File: src/shared/tsc_pkg.sv
// Purpose: constants and types for the two-speed start-up and fail-safe clock block
// Assumes: 8-bit registers, one per aligned 32-bit word
// Notes: oscillator mode codes and reset values are plain defaults
package tsc_pkg;
	// register byte offsets
	localparam logic [7:0] ADDR_OSC_CTRL  = 8'h00;
	localparam logic [7:0] ADDR_CFG_OSC   = 8'h04;
	localparam logic [7:0] ADDR_CFG_PU    = 8'h08;
	localparam logic [7:0] ADDR_IRQ_FLAG  = 8'h0c;
	localparam logic [7:0] ADDR_IRQ_EN    = 8'h10;
	localparam logic [7:0] ADDR_STATUS    = 8'h14;
	// field positions
	localparam int OSC_IDLE_BIT  = 7;
	localparam int OSC_IFS_LSB   = 4;
	localparam int OSC_STARTUP_TIMEOUT_STATUS_BIT  = 3;
	localparam int OSC_SCS_LSB   = 0;
	localparam int CFG_TSE_BIT   = 7;
	localparam int CFG_FME_BIT   = 6;
	localparam int CFG_FOSC_LSB  = 0;
	localparam int PU_EN_BIT     = 0;
	localparam int FLAG_BIT      = 7;
	localparam int EN_BIT        = 7;
	localparam int ST_SRC_LSB    = 0;
	localparam int ST_FAIL_BIT   = 2;
	localparam int ST_HOLD_BIT   = 3;
	localparam int ST_MODE_LSB   = 4;
	// reset values
	localparam logic [2:0] IFS_RST   = 3'h3;
	localparam logic [3:0] FOSC_RST  = 4'h2;
	localparam logic       TSE_RST   = 1'h0;
	localparam logic       FME_RST   = 1'h0;
	localparam logic       PU_EN_RST = 1'h0;
	// primary oscillator modes
	localparam logic [3:0] FOSC_LP   = 4'h0;
	localparam logic [3:0] FOSC_XT   = 4'h1;
	localparam logic [3:0] FOSC_HS   = 4'h2;
	localparam logic [3:0] FOSC_EC   = 4'h4;
	localparam logic [3:0] FOSC_RC   = 4'h6;
	localparam logic [3:0] FOSC_RESISTOR_CAPACITOR_IO_MODE = 4'h7;
	// source select codes
	localparam logic [1:0] SCS_PRI = 2'h0;
	localparam logic [1:0] SCS_SEC = 2'h1;
	// timing counts
	localparam int OST_COUNT  = 1024;
	localparam int SAMPLE_DIV = 64;
	// bus answers
	localparam logic [1:0] RESP_OKAY   = 2'h0;
	localparam logic [1:0] RESP_SLVERR = 2'h2;

	typedef enum logic [1:0] {SRC_PRI, SRC_SEC, SRC_INT} tsc_src_type;
	typedef enum logic [1:0] {PM_RUN, PM_IDLE, PM_SLEEP} tsc_pm_type;
	typedef enum logic [2:0] {SW_IDLE, SW_OLD, SW_HOLD, SW_NEW, SW_REL} tsc_sw_type;

	function automatic logic is_xtal(input logic [3:0] f);
		return (f == FOSC_LP) || (f == FOSC_XT) || (f == FOSC_HS);
	endfunction

	function automatic logic is_ext(input logic [3:0] f);
		return is_xtal(f) || (f == FOSC_EC) || (f == FOSC_RC) || (f == FOSC_RESISTOR_CAPACITOR_IO_MODE);
	endfunction
endpackage

File: src/hw/tsc_sync.sv
// Purpose: three-stage pin synchroniser with edge pulses
// Assumes: pin is asynchronous to aclk
// Notes: a change counts once stages two and three agree
`timescale 1ns/1ns
`default_nettype none
module tsc_sync (
	// clock and reset
	input  wire logic aclk,
	input  wire logic aresetn,
	// pin side
	input  wire logic pin,
	// synchronised side
	output var  logic level,
	output var  logic rise,
	output var  logic fall
);
	typedef struct packed {
		logic s1;
		logic s2;
		logic s3;
		logic lvl;
		logic rise;
		logic fall;
	} tsc_sync_type;

	tsc_sync_type r_r;
	tsc_sync_type r_nxt;

	always_comb begin
		r_nxt = r_r;
		r_nxt.s1 = pin;
		r_nxt.s2 = r_r.s1;
		r_nxt.s3 = r_r.s2;
		r_nxt.rise = 1'b0;
		r_nxt.fall = 1'b0;
		if (r_r.s2 == r_r.s3 && r_r.s3 != r_r.lvl) begin
			r_nxt.lvl = r_r.s3;
			r_nxt.rise = r_r.s3;
			r_nxt.fall = !r_r.s3;
		end
		if (!aresetn) begin
			r_nxt = '0;
		end
	end

	always_ff @(posedge aclk) begin
		r_r <= r_nxt;
	end

	assign level = r_r.lvl;
	assign rise = r_r.rise;
	assign fall = r_r.fall;
endmodule
`default_nettype wire

File: src/hw/tsc_clk_switch.sv
// Purpose: glitch-free switch sequencer between two clock sources
// Assumes: edge pulses of old and new source in the aclk domain
// Notes: a dead old source must be given as steady edge pulses
`timescale 1ns/1ns
`default_nettype none
module tsc_clk_switch (
	// clock and reset
	input  wire logic aclk,
	input  wire logic aresetn,
	// request, new source already ready
	input  wire logic start,
	// source edges
	input  wire logic old_rise,
	input  wire logic old_fall,
	input  wire logic new_rise,
	input  wire logic new_fall,
	// status
	output var  logic hold,
	output var  logic busy,
	output var  logic done
);
	typedef struct packed {
		tsc_pkg::tsc_sw_type st;
		logic                cnt;
		logic                hold;
		logic                done;
	} tsc_swst_type;

	tsc_swst_type r_r;
	tsc_swst_type r_nxt;

	always_comb begin
		r_nxt = r_r;
		r_nxt.done = 1'b0;
		unique case (r_r.st)
			tsc_pkg::SW_IDLE: begin
				if (start) begin
					r_nxt.st = tsc_pkg::SW_OLD;
					r_nxt.cnt = 1'b0;
				end
			end
			tsc_pkg::SW_OLD: begin
				if (old_rise) begin
					r_nxt.cnt = 1'b1;
					if (r_r.cnt) begin
						r_nxt.st = tsc_pkg::SW_HOLD;
					end
				end
			end
			tsc_pkg::SW_HOLD: begin
				if (old_fall) begin
					r_nxt.hold = 1'b1;
					r_nxt.cnt = 1'b0;
					r_nxt.st = tsc_pkg::SW_NEW;
				end
			end
			tsc_pkg::SW_NEW: begin
				if (new_rise) begin
					r_nxt.cnt = 1'b1;
					if (r_r.cnt) begin
						r_nxt.st = tsc_pkg::SW_REL;
					end
				end
			end
			tsc_pkg::SW_REL: begin
				if (new_fall) begin
					r_nxt.hold = 1'b0;
					r_nxt.done = 1'b1;
					r_nxt.st = tsc_pkg::SW_IDLE;
				end
			end
			default: begin
				r_nxt.st = tsc_pkg::SW_IDLE;
			end
		endcase
		if (!aresetn) begin
			r_nxt = '0;
		end
	end

	always_ff @(posedge aclk) begin
		r_r <= r_nxt;
	end

	assign hold = r_r.hold;
	assign busy = (r_r.st != tsc_pkg::SW_IDLE);
	assign done = r_r.done;
endmodule
`default_nettype wire

File: src/hw/tsc_clock_supervisor.sv
// Purpose: two-speed start-up, fail-safe clock monitor and source selection
// Assumes: oscillators arrive as pins sampled by aclk; AXI4-Lite register access
// Notes: the system clock itself is muxed outside; this block steers it
//
// The register addresses and the AXI4-Lite slave port were chosen for this implementation.
`timescale 1ns/1ns
`default_nettype none
module tsc_clock_supervisor #(
	parameter int OST_CYCLES = tsc_pkg::OST_COUNT,
	parameter int SAMPLE_DIV = tsc_pkg::SAMPLE_DIV
) (
	// clock and reset
	input  wire logic        aclk,
	input  wire logic        aresetn,
	// axi4-lite write
	input  wire logic [7:0]  s_axi_awaddr,
	input  wire logic        s_axi_awvalid,
	output var  logic        s_axi_awready,
	input  wire logic [31:0] s_axi_wdata,
	input  wire logic [3:0]  s_axi_wstrb,
	input  wire logic        s_axi_wvalid,
	output var  logic        s_axi_wready,
	output var  logic [1:0]  s_axi_bresp,
	output var  logic        s_axi_bvalid,
	input  wire logic        s_axi_bready,
	// axi4-lite read
	input  wire logic [7:0]  s_axi_araddr,
	input  wire logic        s_axi_arvalid,
	output var  logic        s_axi_arready,
	output var  logic [31:0] s_axi_rdata,
	output var  logic [1:0]  s_axi_rresp,
	output var  logic        s_axi_rvalid,
	input  wire logic        s_axi_rready,
	// oscillator pins
	input  wire logic        ext_osc_in,
	input  wire logic        lf_osc_in,
	input  wire logic        hf_osc_in,
	input  wire logic        sec_osc_in,
	// core events, same clock
	input  wire logic        sleep_req,
	input  wire logic        wake_req,
	input  wire logic        power_up_timer_expired,
	// clock steering
	output var  logic [1:0]  sys_src,
	output var  logic        sys_clk_hold,
	output var  logic        cpu_clk_en,
	output var  logic        periph_clk_en,
	output var  logic [2:0]  int_freq_sel,
	output var  logic        osc_fail_irq
);
	localparam int OW = $clog2(OST_CYCLES);
	localparam int DW = $clog2(SAMPLE_DIV);

	typedef struct packed {
		logic                awrdy;
		logic                bvld;
		logic [1:0]          bresp;
		logic                arrdy;
		logic                rvld;
		logic [31:0]         rdata;
		logic [1:0]          rresp;
		logic                idle_en;
		logic [2:0]          ifs;
		logic [1:0]          scs;
		logic                tse;
		logic                fme;
		logic [3:0]          fosc;
		logic                power_up_timer_en;
		logic                flag;
		logic                irq_en;
		logic                irq;
		tsc_pkg::tsc_pm_type mode;
		logic                power_up_timer_wait;
		logic                ost_run;
		logic                ost_done;
		logic [OW-1:0]       ost_cnt;
		logic                startup_timeout_status;
		logic [DW-1:0]       div;
		logic                latch;
		logic                fail_det;
		logic                fail_safe;
		tsc_pkg::tsc_src_type cur;
		tsc_pkg::tsc_src_type tgt;
		logic                sw_go;
		logic                cpu_en;
		logic                per_en;
	} tsc_state_type;

	tsc_state_type r_r;
	tsc_state_type r_nxt;

	// synchronised pins
	logic ext_rise, ext_fall, lf_rise, lf_fall;
	logic hf_rise, hf_fall, sec_rise, sec_fall;
	logic int_rise, int_fall;
	// switch sequencer
	logic sw_hold, sw_busy, sw_done, old_dead;
	logic old_rise, old_fall, new_rise, new_fall;
	// decode and control terms
	logic       wr, rd, wr_ok, rd_ok;
	logic [2:0] wr_idx, rd_idx;
	logic [7:0] rd_val, wbyte;
	logic       samp_rise, samp_fall, monitor, ts_active;
	logic       ost_go, tgt_ready;
	tsc_pkg::tsc_src_type tgt;

	function automatic logic [3:0] reg_dec(input logic [7:0] a);
		unique case (a)
			tsc_pkg::ADDR_OSC_CTRL: reg_dec = 4'h8;
			tsc_pkg::ADDR_CFG_OSC:  reg_dec = 4'h9;
			tsc_pkg::ADDR_CFG_PU:   reg_dec = 4'ha;
			tsc_pkg::ADDR_IRQ_FLAG: reg_dec = 4'hb;
			tsc_pkg::ADDR_IRQ_EN:   reg_dec = 4'hc;
			tsc_pkg::ADDR_STATUS:   reg_dec = 4'hd;
			default:                reg_dec = 4'h0;
		endcase
	endfunction

	function automatic logic pick(input tsc_pkg::tsc_src_type s, input logic p,
			input logic c, input logic i);
		unique case (s)
			tsc_pkg::SRC_PRI: pick = p;
			tsc_pkg::SRC_SEC: pick = c;
			default:          pick = i;
		endcase
	endfunction

	tsc_sync u_ext (.aclk(aclk), .aresetn(aresetn), .pin(ext_osc_in),
		.level(), .rise(ext_rise), .fall(ext_fall));
	tsc_sync u_lf (.aclk(aclk), .aresetn(aresetn), .pin(lf_osc_in),
		.level(), .rise(lf_rise), .fall(lf_fall));
	tsc_sync u_hf (.aclk(aclk), .aresetn(aresetn), .pin(hf_osc_in),
		.level(), .rise(hf_rise), .fall(hf_fall));
	tsc_sync u_sec (.aclk(aclk), .aresetn(aresetn), .pin(sec_osc_in),
		.level(), .rise(sec_rise), .fall(sec_fall));

	assign int_rise = (r_r.ifs == 3'h0) ? lf_rise : hf_rise;
	assign int_fall = (r_r.ifs == 3'h0) ? lf_fall : hf_fall;

	// a failed or unstarted crystal gives no edges, so do not wait on it
	assign old_dead = (r_r.cur == tsc_pkg::SRC_PRI) && (!r_r.ost_done || r_r.fail_safe);
	assign old_rise = old_dead || pick(r_r.cur, ext_rise, sec_rise, int_rise);
	assign old_fall = old_dead || pick(r_r.cur, ext_fall, sec_fall, int_fall);
	assign new_rise = pick(r_r.tgt, ext_rise, sec_rise, int_rise);
	assign new_fall = pick(r_r.tgt, ext_fall, sec_fall, int_fall);

	tsc_clk_switch u_sw (
		.aclk     (aclk),
		.aresetn  (aresetn),
		.start    (r_r.sw_go),
		.old_rise (old_rise),
		.old_fall (old_fall),
		.new_rise (new_rise),
		.new_fall (new_fall),
		.hold     (sw_hold),
		.busy     (sw_busy),
		.done     (sw_done)
	);

	always_comb begin
		r_nxt = r_r;
		wr = r_r.awrdy && s_axi_awvalid && s_axi_wvalid;
		rd = r_r.arrdy && s_axi_arvalid;
		{wr_ok, wr_idx} = reg_dec(s_axi_awaddr);
		{rd_ok, rd_idx} = reg_dec(s_axi_araddr);
		wbyte = s_axi_wdata[7:0];
		ost_go = 1'b0;

		// bus slave: address and data taken together, one at a time
		r_nxt.awrdy = !r_r.awrdy && !r_r.bvld && s_axi_awvalid && s_axi_wvalid;
		if (wr) begin
			r_nxt.bvld = 1'b1;
			r_nxt.bresp = wr_ok ? tsc_pkg::RESP_OKAY : tsc_pkg::RESP_SLVERR;
		end else if (s_axi_bready) begin
			r_nxt.bvld = 1'b0;
		end
		r_nxt.arrdy = !r_r.arrdy && !r_r.rvld && s_axi_arvalid;

		rd_val = 8'h00;
		unique case (rd_idx)
			3'h0: rd_val = {r_r.idle_en, r_r.ifs, r_r.startup_timeout_status, 1'b0, r_r.scs};
			3'h1: rd_val = {r_r.tse, r_r.fme, 2'h0, r_r.fosc};
			3'h2: rd_val = {7'h00, r_r.power_up_timer_en};
			3'h3: rd_val = {r_r.flag, 7'h00};
			3'h4: rd_val = {r_r.irq_en, 7'h00};
			3'h5: rd_val = {2'h0, r_r.mode, sw_hold, r_r.fail_safe, r_r.cur};
			default: rd_val = 8'h00;
		endcase
		if (rd) begin
			r_nxt.rvld = 1'b1;
			r_nxt.rdata = {24'h000000, rd_ok ? rd_val : 8'h00};
			r_nxt.rresp = rd_ok ? tsc_pkg::RESP_OKAY : tsc_pkg::RESP_SLVERR;
		end else if (s_axi_rready) begin
			r_nxt.rvld = 1'b0;
		end

		if (wr && wr_ok && s_axi_wstrb[0]) begin
			unique case (wr_idx)
				3'h0: begin
					r_nxt.idle_en = wbyte[tsc_pkg::OSC_IDLE_BIT];
					r_nxt.ifs = wbyte[tsc_pkg::OSC_IFS_LSB +: 3];
					r_nxt.scs = wbyte[tsc_pkg::OSC_SCS_LSB +: 2];
					if (r_r.fail_safe && (wbyte[tsc_pkg::OSC_SCS_LSB + 1] != r_r.scs[1])) begin
						ost_go = 1'b1;
					end
					// primary was shut down while away, start it again
					if (!r_r.fail_safe && r_r.scs != tsc_pkg::SCS_PRI
							&& wbyte[tsc_pkg::OSC_SCS_LSB +: 2] == tsc_pkg::SCS_PRI) begin
						ost_go = 1'b1;
					end
				end
				3'h1: begin
					r_nxt.tse = wbyte[tsc_pkg::CFG_TSE_BIT];
					r_nxt.fme = wbyte[tsc_pkg::CFG_FME_BIT];
					r_nxt.fosc = wbyte[tsc_pkg::CFG_FOSC_LSB +: 4];
				end
				3'h2: r_nxt.power_up_timer_en = wbyte[tsc_pkg::PU_EN_BIT];
				3'h3: r_nxt.flag = wbyte[tsc_pkg::FLAG_BIT];
				3'h4: r_nxt.irq_en = wbyte[tsc_pkg::EN_BIT];
				default: r_nxt.flag = r_r.flag;
			endcase
		end

		if (r_r.power_up_timer_wait && (!r_r.power_up_timer_en || power_up_timer_expired)) begin
			r_nxt.power_up_timer_wait = 1'b0;
			ost_go = 1'b1;
		end

		unique case (r_r.mode)
			tsc_pkg::PM_RUN: begin
				if (sleep_req) begin
					r_nxt.mode = r_r.idle_en ? tsc_pkg::PM_IDLE : tsc_pkg::PM_SLEEP;
				end
			end
			tsc_pkg::PM_IDLE: begin
				if (wake_req) begin
					r_nxt.mode = tsc_pkg::PM_RUN;
				end
			end
			tsc_pkg::PM_SLEEP: begin
				if (wake_req) begin
					r_nxt.mode = tsc_pkg::PM_RUN;
					ost_go = 1'b1;
				end
			end
			default: r_nxt.mode = tsc_pkg::PM_RUN;
		endcase

		if (r_r.ost_run && ext_fall) begin
			r_nxt.ost_cnt = r_r.ost_cnt + 1'b1;
			if (r_r.ost_cnt == OW'(OST_CYCLES - 1)) begin
				r_nxt.ost_run = 1'b0;
				r_nxt.ost_done = 1'b1;
				r_nxt.fail_safe = 1'b0;
			end
		end
		if (ost_go) begin
			r_nxt.ost_cnt = '0;
			r_nxt.ost_run = tsc_pkg::is_xtal(r_r.fosc);
			r_nxt.ost_done = !tsc_pkg::is_xtal(r_r.fosc);
		end
		// the crystal stops in sleep; timeout aborted
		if (r_nxt.mode == tsc_pkg::PM_SLEEP) begin
			r_nxt.ost_run = 1'b0;
			r_nxt.ost_done = 1'b0;
		end

		r_nxt.startup_timeout_status = r_r.ost_done && !r_r.fail_safe && r_r.scs == tsc_pkg::SCS_PRI
			&& tsc_pkg::is_ext(r_r.fosc);

		samp_rise = 1'b0;
		samp_fall = 1'b0;
		if (lf_rise) begin
			r_nxt.div = r_r.div + 1'b1;
			samp_rise = (r_r.div == DW'(SAMPLE_DIV / 2 - 1));
			samp_fall = (r_r.div == DW'(SAMPLE_DIV - 1));
		end
		monitor = r_r.fme && tsc_pkg::is_ext(r_r.fosc) && r_r.ost_done && !r_r.fail_safe
			&& r_r.mode != tsc_pkg::PM_SLEEP;
		if (ext_fall) begin
			r_nxt.latch = 1'b1;
		end else if (samp_rise) begin
			r_nxt.latch = 1'b0;
		end
		r_nxt.fail_det = monitor && samp_fall && !r_r.latch;
		if (r_r.fail_det && !r_r.fail_safe) begin
			r_nxt.fail_safe = 1'b1;
			r_nxt.flag = 1'b1;
		end
		r_nxt.irq = r_r.flag && r_r.irq_en;

		ts_active = r_r.tse && r_r.scs == tsc_pkg::SCS_PRI && tsc_pkg::is_xtal(r_r.fosc)
			&& !r_r.ost_done;
		if (r_r.fail_safe || ts_active || r_r.scs[1]) begin
			tgt = tsc_pkg::SRC_INT;
		end else if (r_r.scs == tsc_pkg::SCS_SEC) begin
			tgt = tsc_pkg::SRC_SEC;
		end else begin
			tgt = tsc_pkg::SRC_PRI;
		end
		tgt_ready = (tgt != tsc_pkg::SRC_PRI) || r_r.ost_done;
		r_nxt.sw_go = 1'b0;
		if (!sw_busy && !r_r.sw_go && !sw_done && tgt != r_r.cur && tgt_ready) begin
			r_nxt.sw_go = 1'b1;
			r_nxt.tgt = tgt;
		end
		if (sw_done) begin
			r_nxt.cur = r_r.tgt;
		end

		r_nxt.cpu_en = r_r.mode == tsc_pkg::PM_RUN && !r_r.power_up_timer_wait
			&& !(tgt == tsc_pkg::SRC_PRI && !r_r.ost_done && r_r.cur != tsc_pkg::SRC_SEC);
		r_nxt.per_en = r_r.mode != tsc_pkg::PM_SLEEP && !r_r.power_up_timer_wait;

		if (!aresetn) begin
			r_nxt = '0;
			r_nxt.ifs = tsc_pkg::IFS_RST;
			r_nxt.fosc = tsc_pkg::FOSC_RST;
			r_nxt.tse = tsc_pkg::TSE_RST;
			r_nxt.fme = tsc_pkg::FME_RST;
			r_nxt.power_up_timer_en = tsc_pkg::PU_EN_RST;
			r_nxt.power_up_timer_wait = 1'b1;
			r_nxt.cur = tsc_pkg::SRC_INT;
			r_nxt.tgt = tsc_pkg::SRC_INT;
		end
	end

	always_ff @(posedge aclk) begin
		r_r <= r_nxt;
	end

	assign s_axi_awready = r_r.awrdy;
	assign s_axi_wready = r_r.awrdy;
	assign s_axi_bvalid = r_r.bvld;
	assign s_axi_bresp = r_r.bresp;
	assign s_axi_arready = r_r.arrdy;
	assign s_axi_rvalid = r_r.rvld;
	assign s_axi_rdata = r_r.rdata;
	assign s_axi_rresp = r_r.rresp;
	assign sys_src = r_r.cur;
	assign sys_clk_hold = sw_hold;
	assign cpu_clk_en = r_r.cpu_en;
	assign periph_clk_en = r_r.per_en;
	assign int_freq_sel = r_r.ifs;
	assign osc_fail_irq = r_r.irq;
endmodule
`default_nettype wire

File: config.mk
export PLATFORM = sky130hd
export DESIGN_NAME = tsc_clock_supervisor
export DESIGN_NICKNAME = d
export VERILOG_FILES = /design/src/shared/tsc_pkg.sv /design/src/hw/tsc_sync.sv /design/src/hw/tsc_clk_switch.sv /design/src/hw/tsc_clock_supervisor.sv
export SDC_FILE = /design/constraint.sdc
export NUM_CORES = 1
export LEC_CHECK = 0
export BUFFER_PORTS_ARGS = -buffer_cell sky130_fd_sc_hd__buf_2
export CORE_UTILIZATION = 25
export CTS_CLUSTER_DIAMETER = 30
export DETAILED_ROUTE_END_ITERATION = 16
export HOLD_SLACK_MARGIN = 0.06
export SLEW_MARGIN = 40
export SYNTH_ARGS = -nofsm -noshare
export SYNTH_HDL_FRONTEND = slang
export SYNTH_SLANG_ARGS = --single-unit
File: constraint.sdc
create_clock -name aclk -period 2.2 [get_ports aclk]
set_input_delay 0 -clock aclk [delete_from_list [all_inputs] [get_ports aclk]]
set_output_delay 0 -clock aclk [all_outputs]
set_load 0.1 [all_outputs]
# --- Yosys cells after proc, flatten, opt, wreduce, memory -nomap -nowiden ---
# Cells that the tools add are included.
classes:
  addsub: 2
  mul: 0
  n_div: 0
  order_cmp: 0
  n_eq_ne: 56
  shifts: 0
  muxes: 55
  bitwise_logic: 1
  n_reduce_logical: 118
ops:
  columns: ["cell", "n"]
  rows:
  - ["$pmux W4 S6", 2]
  - ["$pmux W8 S6", 1]
  - ["$logic_and A1 B1 Y1", 43]
  - ["$eq A8 B4 Y1 const B", 4]
  - ["$eq A8 B5 Y1 const B", 4]
  - ["$mux W1", 25]
  - ["$mux W12", 2]
  - ["$reduce_and A2 Y1", 12]
  - ["$reduce_bool A2 Y1", 12]
  - ["$eq A3 B2 Y1 const B", 6]
  - ["$logic_not A1 Y1", 18]
  - ["$mux W2", 9]
  - ["$eq A8 B3 Y1 const B", 2]
  - ["$logic_not A8 Y1", 2]
  - ["$pmux W3 S5", 1]
  - ["$eq A3 B3 Y1 const B", 4]
  - ["$eq A4 B3 Y1 const B", 3]
  - ["$logic_not A2 Y1", 6]
  - ["$logic_not A3 Y1", 4]
  - ["$logic_or A1 B1 Y1", 12]
  - ["$mux W4", 3]
  - ["$ne A2 B2 Y1 const B", 6]
  - ["$add A10 B1 Y10 const B", 1]
  - ["$eq A10 B10 Y1 const B", 1]
  - ["other kinds (26)", 49]
totals:
  register_bits: 94
  latch_bits: 0
  ram_bits: 0
  mem_bits_ro: 0
  inputBits: 66
  output_inout_bits: 50
  elab_cells: 292
  memories: 0

# --- Longest topological paths before layout ---
logic_depth:
  word_depth: 13
  ltp_mapped: 8
  depth_no_buf: 8

# --- Modules after synthesis ---
# Synthesis repeated with hierarchy kept, for this count alone.
hier_totals:
  cells_unflattened: 482
  hier_area_um2: 4336.7
modules_own_cells:
  columns: ["mod", "n_inst", "cells_each", "area_each_um2", "seq_area_each_um2"]
  rows:
  - ["tsc_clock_supervisor", 1, 385, 3299.4, 1241.2]
  - ["tsc_sync", 4, 15, 175.2, 120.1]
  - ["tsc_clk_switch", 1, 37, 336.6, 120.1]

# --- Least setup slack after synthesis ---
# OpenSTA, ideal clock, no wires.
synth_path:
  path_kind: "register to register"
  from: "reg r_r (netlist bit s_axi_awready)"
  to: "reg r_r[27] in the netlist's numbering"
  setup_time_ns: 0.115
  arrival_ns: 2.262
  required_time_ns: 2.085
  slack_ns: -0.177
  stages_incl_launch_ff: 8
  synth_period_minus_slack_ns: 2.377
  cell_sequence: "dfxtp_1 nand4_1 nor4_4 and2_1 buf_6 a222oi_1 nand2b_1 and2_1"
synth_via:
  elab_chain_cells: 10
  elab_cells_between_ends: 12
  classes_between: "mux: 5; reduce/logical: 7"
synth_lines:
  columns: ["element", "line", "text"]
  rows:
  - ["from (decl)", "tsc_clock_supervisor.sv:89", "tsc_state_type r_r;"]
  - ["from (signal assigned)", "tsc_clock_supervisor.sv:329", "r_r <= r_nxt;"]
  - ["$logic_and A1 B1 Y1 (*) (2 in a row)", "tsc_clock_supervisor.sv:162", "wr = r_r.awrdy && s_axi_awvalid && s_axi_wvalid;"]
  - ["$logic_and A1 B1 Y1 (*) (2 in a row)", "tsc_clock_supervisor.sv:197", "if (wr && wr_ok && s_axi_wstrb[0]) begin"]
  - ["$mux W1 (*)", "tsc_clock_supervisor.sv:197", null]
  - ["$mux W1 (*)", "tsc_clock_supervisor.sv:224", "if (r_r.power_up_timer_wait && (!r_r.power_up_timer_en || power_up_timer_expired)) begin"]
  - ["$mux W1", "tsc_clock_supervisor.sv:241", "if (wake_req) begin"]
  - ["$mux W1 (*)", "tsc_clock_supervisor.sv:229", "unique case (r_r.mode)"]
  - ["$reduce_bool A2 Y1 (no source line)", null, null]
  - ["$reduce_and A2 Y1 (no source line)", null, null]
# Every way passes the cells marked *; elsewhere a longest branch is shown, timed or not.
# A chain may end at the register's enable or synchronous reset.

# --- Final worst setup path ---
layout_path:
  from: "reg r_r[7] in the netlist's numbering"
  to: "reg r_r[20] in the netlist's numbering"
layout_via:
  elab_chain_cells: 10
  elab_cells_between_ends: 12
  classes_between: "mux: 7; reduce/logical: 5"
layout_lines:
  columns: ["element", "line", "text"]
  rows:
  - ["$logic_not A1 Y1", "tsc_clock_supervisor.sv:207", "if (!r_r.fail_safe && r_r.scs != tsc_pkg::SCS_PRI"]
  - ["$logic_and A1 B1 Y1", "tsc_clock_supervisor.sv:207", null]
  - ["$logic_and A1 B1 Y1", "tsc_clock_supervisor.sv:208", "&& wbyte[tsc_pkg::OSC_SCS_LSB +: 2] == tsc_pkg::SCS_PRI) begin"]
  - ["$mux W1 (*)", "tsc_clock_supervisor.sv:207", null]
  - ["$mux W1 (*)", "tsc_clock_supervisor.sv:198", "unique case (wr_idx)"]
  - ["$mux W1 (*)", "tsc_clock_supervisor.sv:197", null]
  - ["$mux W1 (*)", "tsc_clock_supervisor.sv:224", null]
  - ["$mux W1", "tsc_clock_supervisor.sv:241", null]
  - ["$mux W1 (*)", "tsc_clock_supervisor.sv:229", null]
  - ["$reduce_or A2 Y1 (no source line) (*)", null, null]
# Marked as above.

==> results.json <==
{
  "slowest_stage": "a222oi_1",
  "clockBufferDepth": 2,
  "rrSetupSlack_ps": 280,
  "power_frac_seq_pct": 42.6,
  "wl_met2_microns": 4190,
  "yosysMostFrequentCell": "dfxtp_1",
  "core-area_sq_mm": 0.0161,
  "gp_congestion": 0.791,
  "power.leakage_nw": 2.07,
  "worstSetupEndpointType": "register",
  "critPathTopFamily": "compound AO/OA/AOI/OAI gates",
  "min_period_ps": 1920,
  "crit_path_max_incr_delay_ps": 580,
  "grt_setup_unrepaired": "no",
  "async_reset_ff_share_pct": 0,
  "vias": 3350,
  "post_cts_buffers": 0,
  "wl_met1_microns": 4650,
  "powerDensity_mw_per_mm2": 788,
  "final_net_count": 616,
  "die_h_microns": 131,
  "cp_max_fo": 10,
  "clkPwrFrac_pct": 44.2,
  "yosys_register_bits": 92,
  "io_buffers": 62,
  "clock-sinks": 92,
  "dpl.hpwl_microns": 6880,
  "peakVddDrop_mv": 0.350,
  "drive_gt1_share_pct": 17.5,
  "ys_types": 49,
  "antenna_left": 0,
  "synth_common_cells": "dfxtp_1 (92), nor2_1 (55), buf_4 (42), nand2_1 (33), a21oi_1 (28)",
  "num_rows": 46,
  "antenna_found_initial": 1,
  "switching_share_pct": 27.3,
  "slew-limit-headroom_pct": 59.7,
  "wl_per_cell_microns": 12.3,
  "drv_slew": 0,
  "post-route-period-util_pct": 87.4,
  "setup_ws_ps": 277,
  "synth_edf_count": 0,
  "status": "complete, no violations",
  "syn_area_sq_mm": 0.00419,
  "synth_area_leaders": "dfxtp_1 (44%), buf_4 (7.5%), mux2i_1 (6.2%), nor2_1 (4.9%), a21oi_1 (3.3%)",
  "yosys_warnings": 0,
  "globalRouteOverflowTotal": 0,
  "fin_util_pct": 32.0,
  "setup_tns_ps": 0,
  "hp-class": "in -> reg",
  "critPathLaunchType": "register",
  "cts_tree": "built",
  "viasPerCell": 4.37,
  "grt_pass1_wl_microns": 15700,
  "p_sw_mw": 1.11,
  "wirelength_microns": 9450,
  "yosysSeqAreaShare_pct": 44.0,
  "met3_length_microns": 470,
  "drt_iter0_markers": 208,
  "drc_errors": 0,
  "clock_skew_ps": 5.86,
  "first_global_vias": 3140,
  "synth_cells": 474,
  "setup_viol": 0,
  "dominantRegCellSynth": "dfxtp_1",
  "synth.top_cell.area_share_pct": 44.0,
  "internal_power_mw": 2.95,
  "root_buffer": "clkbuf_16",
  "fillCellCount": 1704,
  "path_buf_inv": 1,
  "yosys.area.top_type": "dfxtp_1",
  "syn_area_per_cell_sq_um": 8.84,
  "area_growth_pct": 23.0,
  "max_freq_mhz": 520,
  "pre_cts_slack_ps": 220,
  "clk_pin_slew_worst_paths_ps": 70,
  "clk_latency_ps": 350,
  "cp_data_arrival_time_ps": 2210,
  "firstDrtPassIters": 5,
  "die_w_microns": 131,
  "routed.top_layer": "met4",
  "grt.total_usage_pct": 11.5,
  "start_util_pct": 26.0,
  "multi_input_comb_area_sq_mm": 0.00200,
  "critical_path_required_ps": 2480,
  "io_pins": 116,
  "power.share.combinational_pct": 13.2,
  "numCtsBuffers": 9,
  "grt_max_degree": 26,
  "maxCapViolCount": 0,
  "hold_viol_final": 0,
  "path_class": "reg -> reg",
  "cp_cell_sequence": "inv_1 > a21oi_1 > o32ai_1 > a222oi_1 > nand2_2 > nor2_1",
  "seq_area_sq_mm": 0.00184,
  "cts.htree.levels": 3,
  "dieArea_sq_mm": 0.0173,
  "tightest_slew_ps": 605
}
## placed cells by master (no fill, tap or decap), types with 2 or more instances in the layout
cell type,Yosys,final
o21ai_0,13,13
nor3b_1,4,4
a31oi_1,3,3
bufinv_16,0,3
nor4_1,4,4
nand2_1,33,33
and3b_1,4,4
nor3_1,18,18
nor2b_1,8,8
and3_1,4,4
a22oi_1,8,8
nand4_1,6,6
inv_6,0,2
dfxtp_1,92,91
inv_1,12,12
mux2_2,4,4
nor4b_1,3,2
nand3_1,14,14
ha_1,5,5
xnor2_1,4,4
mux2i_1,26,26
a311oi_1,2,2
conb_1,1,26
o31ai_1,3,3
buf_4,42,6
buf_2,0,62
a2111o_1,2,2
clkbuf_16,0,9
a21oi_1,28,28
nand3b_1,2,2
nor2_1,55,55
nand2b_1,6,6
xor2_1,10,10
dlygate4sd3_1,0,28
a211oi_1,6,6
and2_1,18,18
## per-stage QoR
stage                     instance area (sq um)  hold WS, ps  total power [mW]  cells
after floorplan                            4280          112              2.21    499
after CTS                                  5140          104              4.10    766
after detailed placement                   4520          210              2.26    722
after global placement                     4520          208              2.27    722
final                                      5150          105              4.06    767
after global routing                       5150          154              4.22    766
## logic make-up (layout without fill, tap and decap cells)
| logic type | count (synthesis) | after routing | synth area share (%) |
|---|---|---|---|
| compound gates | 72 | 72 | 10.8 |
| xor+xnor | 14 | 14 | 2.93 |
| fa+ha+maj | 5 | 5 | 1.49 |
| buf+inv | 74 | 125 | 10.6 |
| flops | 92 | 92 | 44.0 |
| mux | 30 | 30 | 7.29 |
| other cells | 1 | 27 | 0.0895 |
| simple gates | 186 | 186 | 22.8 |
## cell type report
| cell class | count | area share (%) |
|---|---|---|
| Timing Repair Buffer | 96 | 12.3 |
| Tap cell | 216 | 5.25 |
| Antenna cell | 1 | 0.0486 |
| Sequential cell | 92 | 35.8 |
| Multi-Input combinational cell | 333 | 38.9 |
| Inverter | 13 | 0.947 |
| Clock inverter | 7 | 2.36 |
| Clock buffer | 9 | 4.37 |
## flip-flops by register name (all words and copies together) (netlist names), 2 cells and up
register      count
int_freq_sel      3
u_sec.r_r         3
r_r              40
u_ext.r_r         3
sys_src           2
u_lf.r_r          3
s_axi_rdata       8
u_hf.r_r          3
u_sw.r_r          4
## power groups by stage
stage          logic [mW]  clock network, mW  registers [mW]
4_1_cts             0.538               1.83            1.73
3_5_place_dp        0.500                  0            1.76
6_report            0.537               1.79            1.73
3_3_place_gp        0.501                  0            1.76
5_1_grt             0.581               1.91            1.73
2_1_floorplan       0.418                  0            1.79
## routing by layer
metal,up-vias,GRT usage [%]
met5,-,0
met4,0,4.78
met3,14,3.47
met2,79,17.6
met1,1537,14.9
li1,1720,-
## final timing paths
kind,start,to,cells after the start
max,r_r[7],r_r[20],6
min,sleep_req,r_r[31],5
max reg2reg,r_r[7],r_r[20],6
min reg2reg,u_lf.r_r[5],u_lf.r_r[4],1
## repair_timing
action / CTS / global route
gates resized for setup: 0 / 1
endpoints found under the hold margin: 31 / 0
endpoints found under the setup margin: 0 / 1
hold buffers: 28 / 0
## worst reg2reg max path: cells and delay by family, from the launching register on
kind | cells | cell delay (ps)
flops | 1 | 490
simple gates | 2 | 440
buf+inv | 1 | 90
compound gates | 3 | 840
Power figures use the tool's default switching activity.
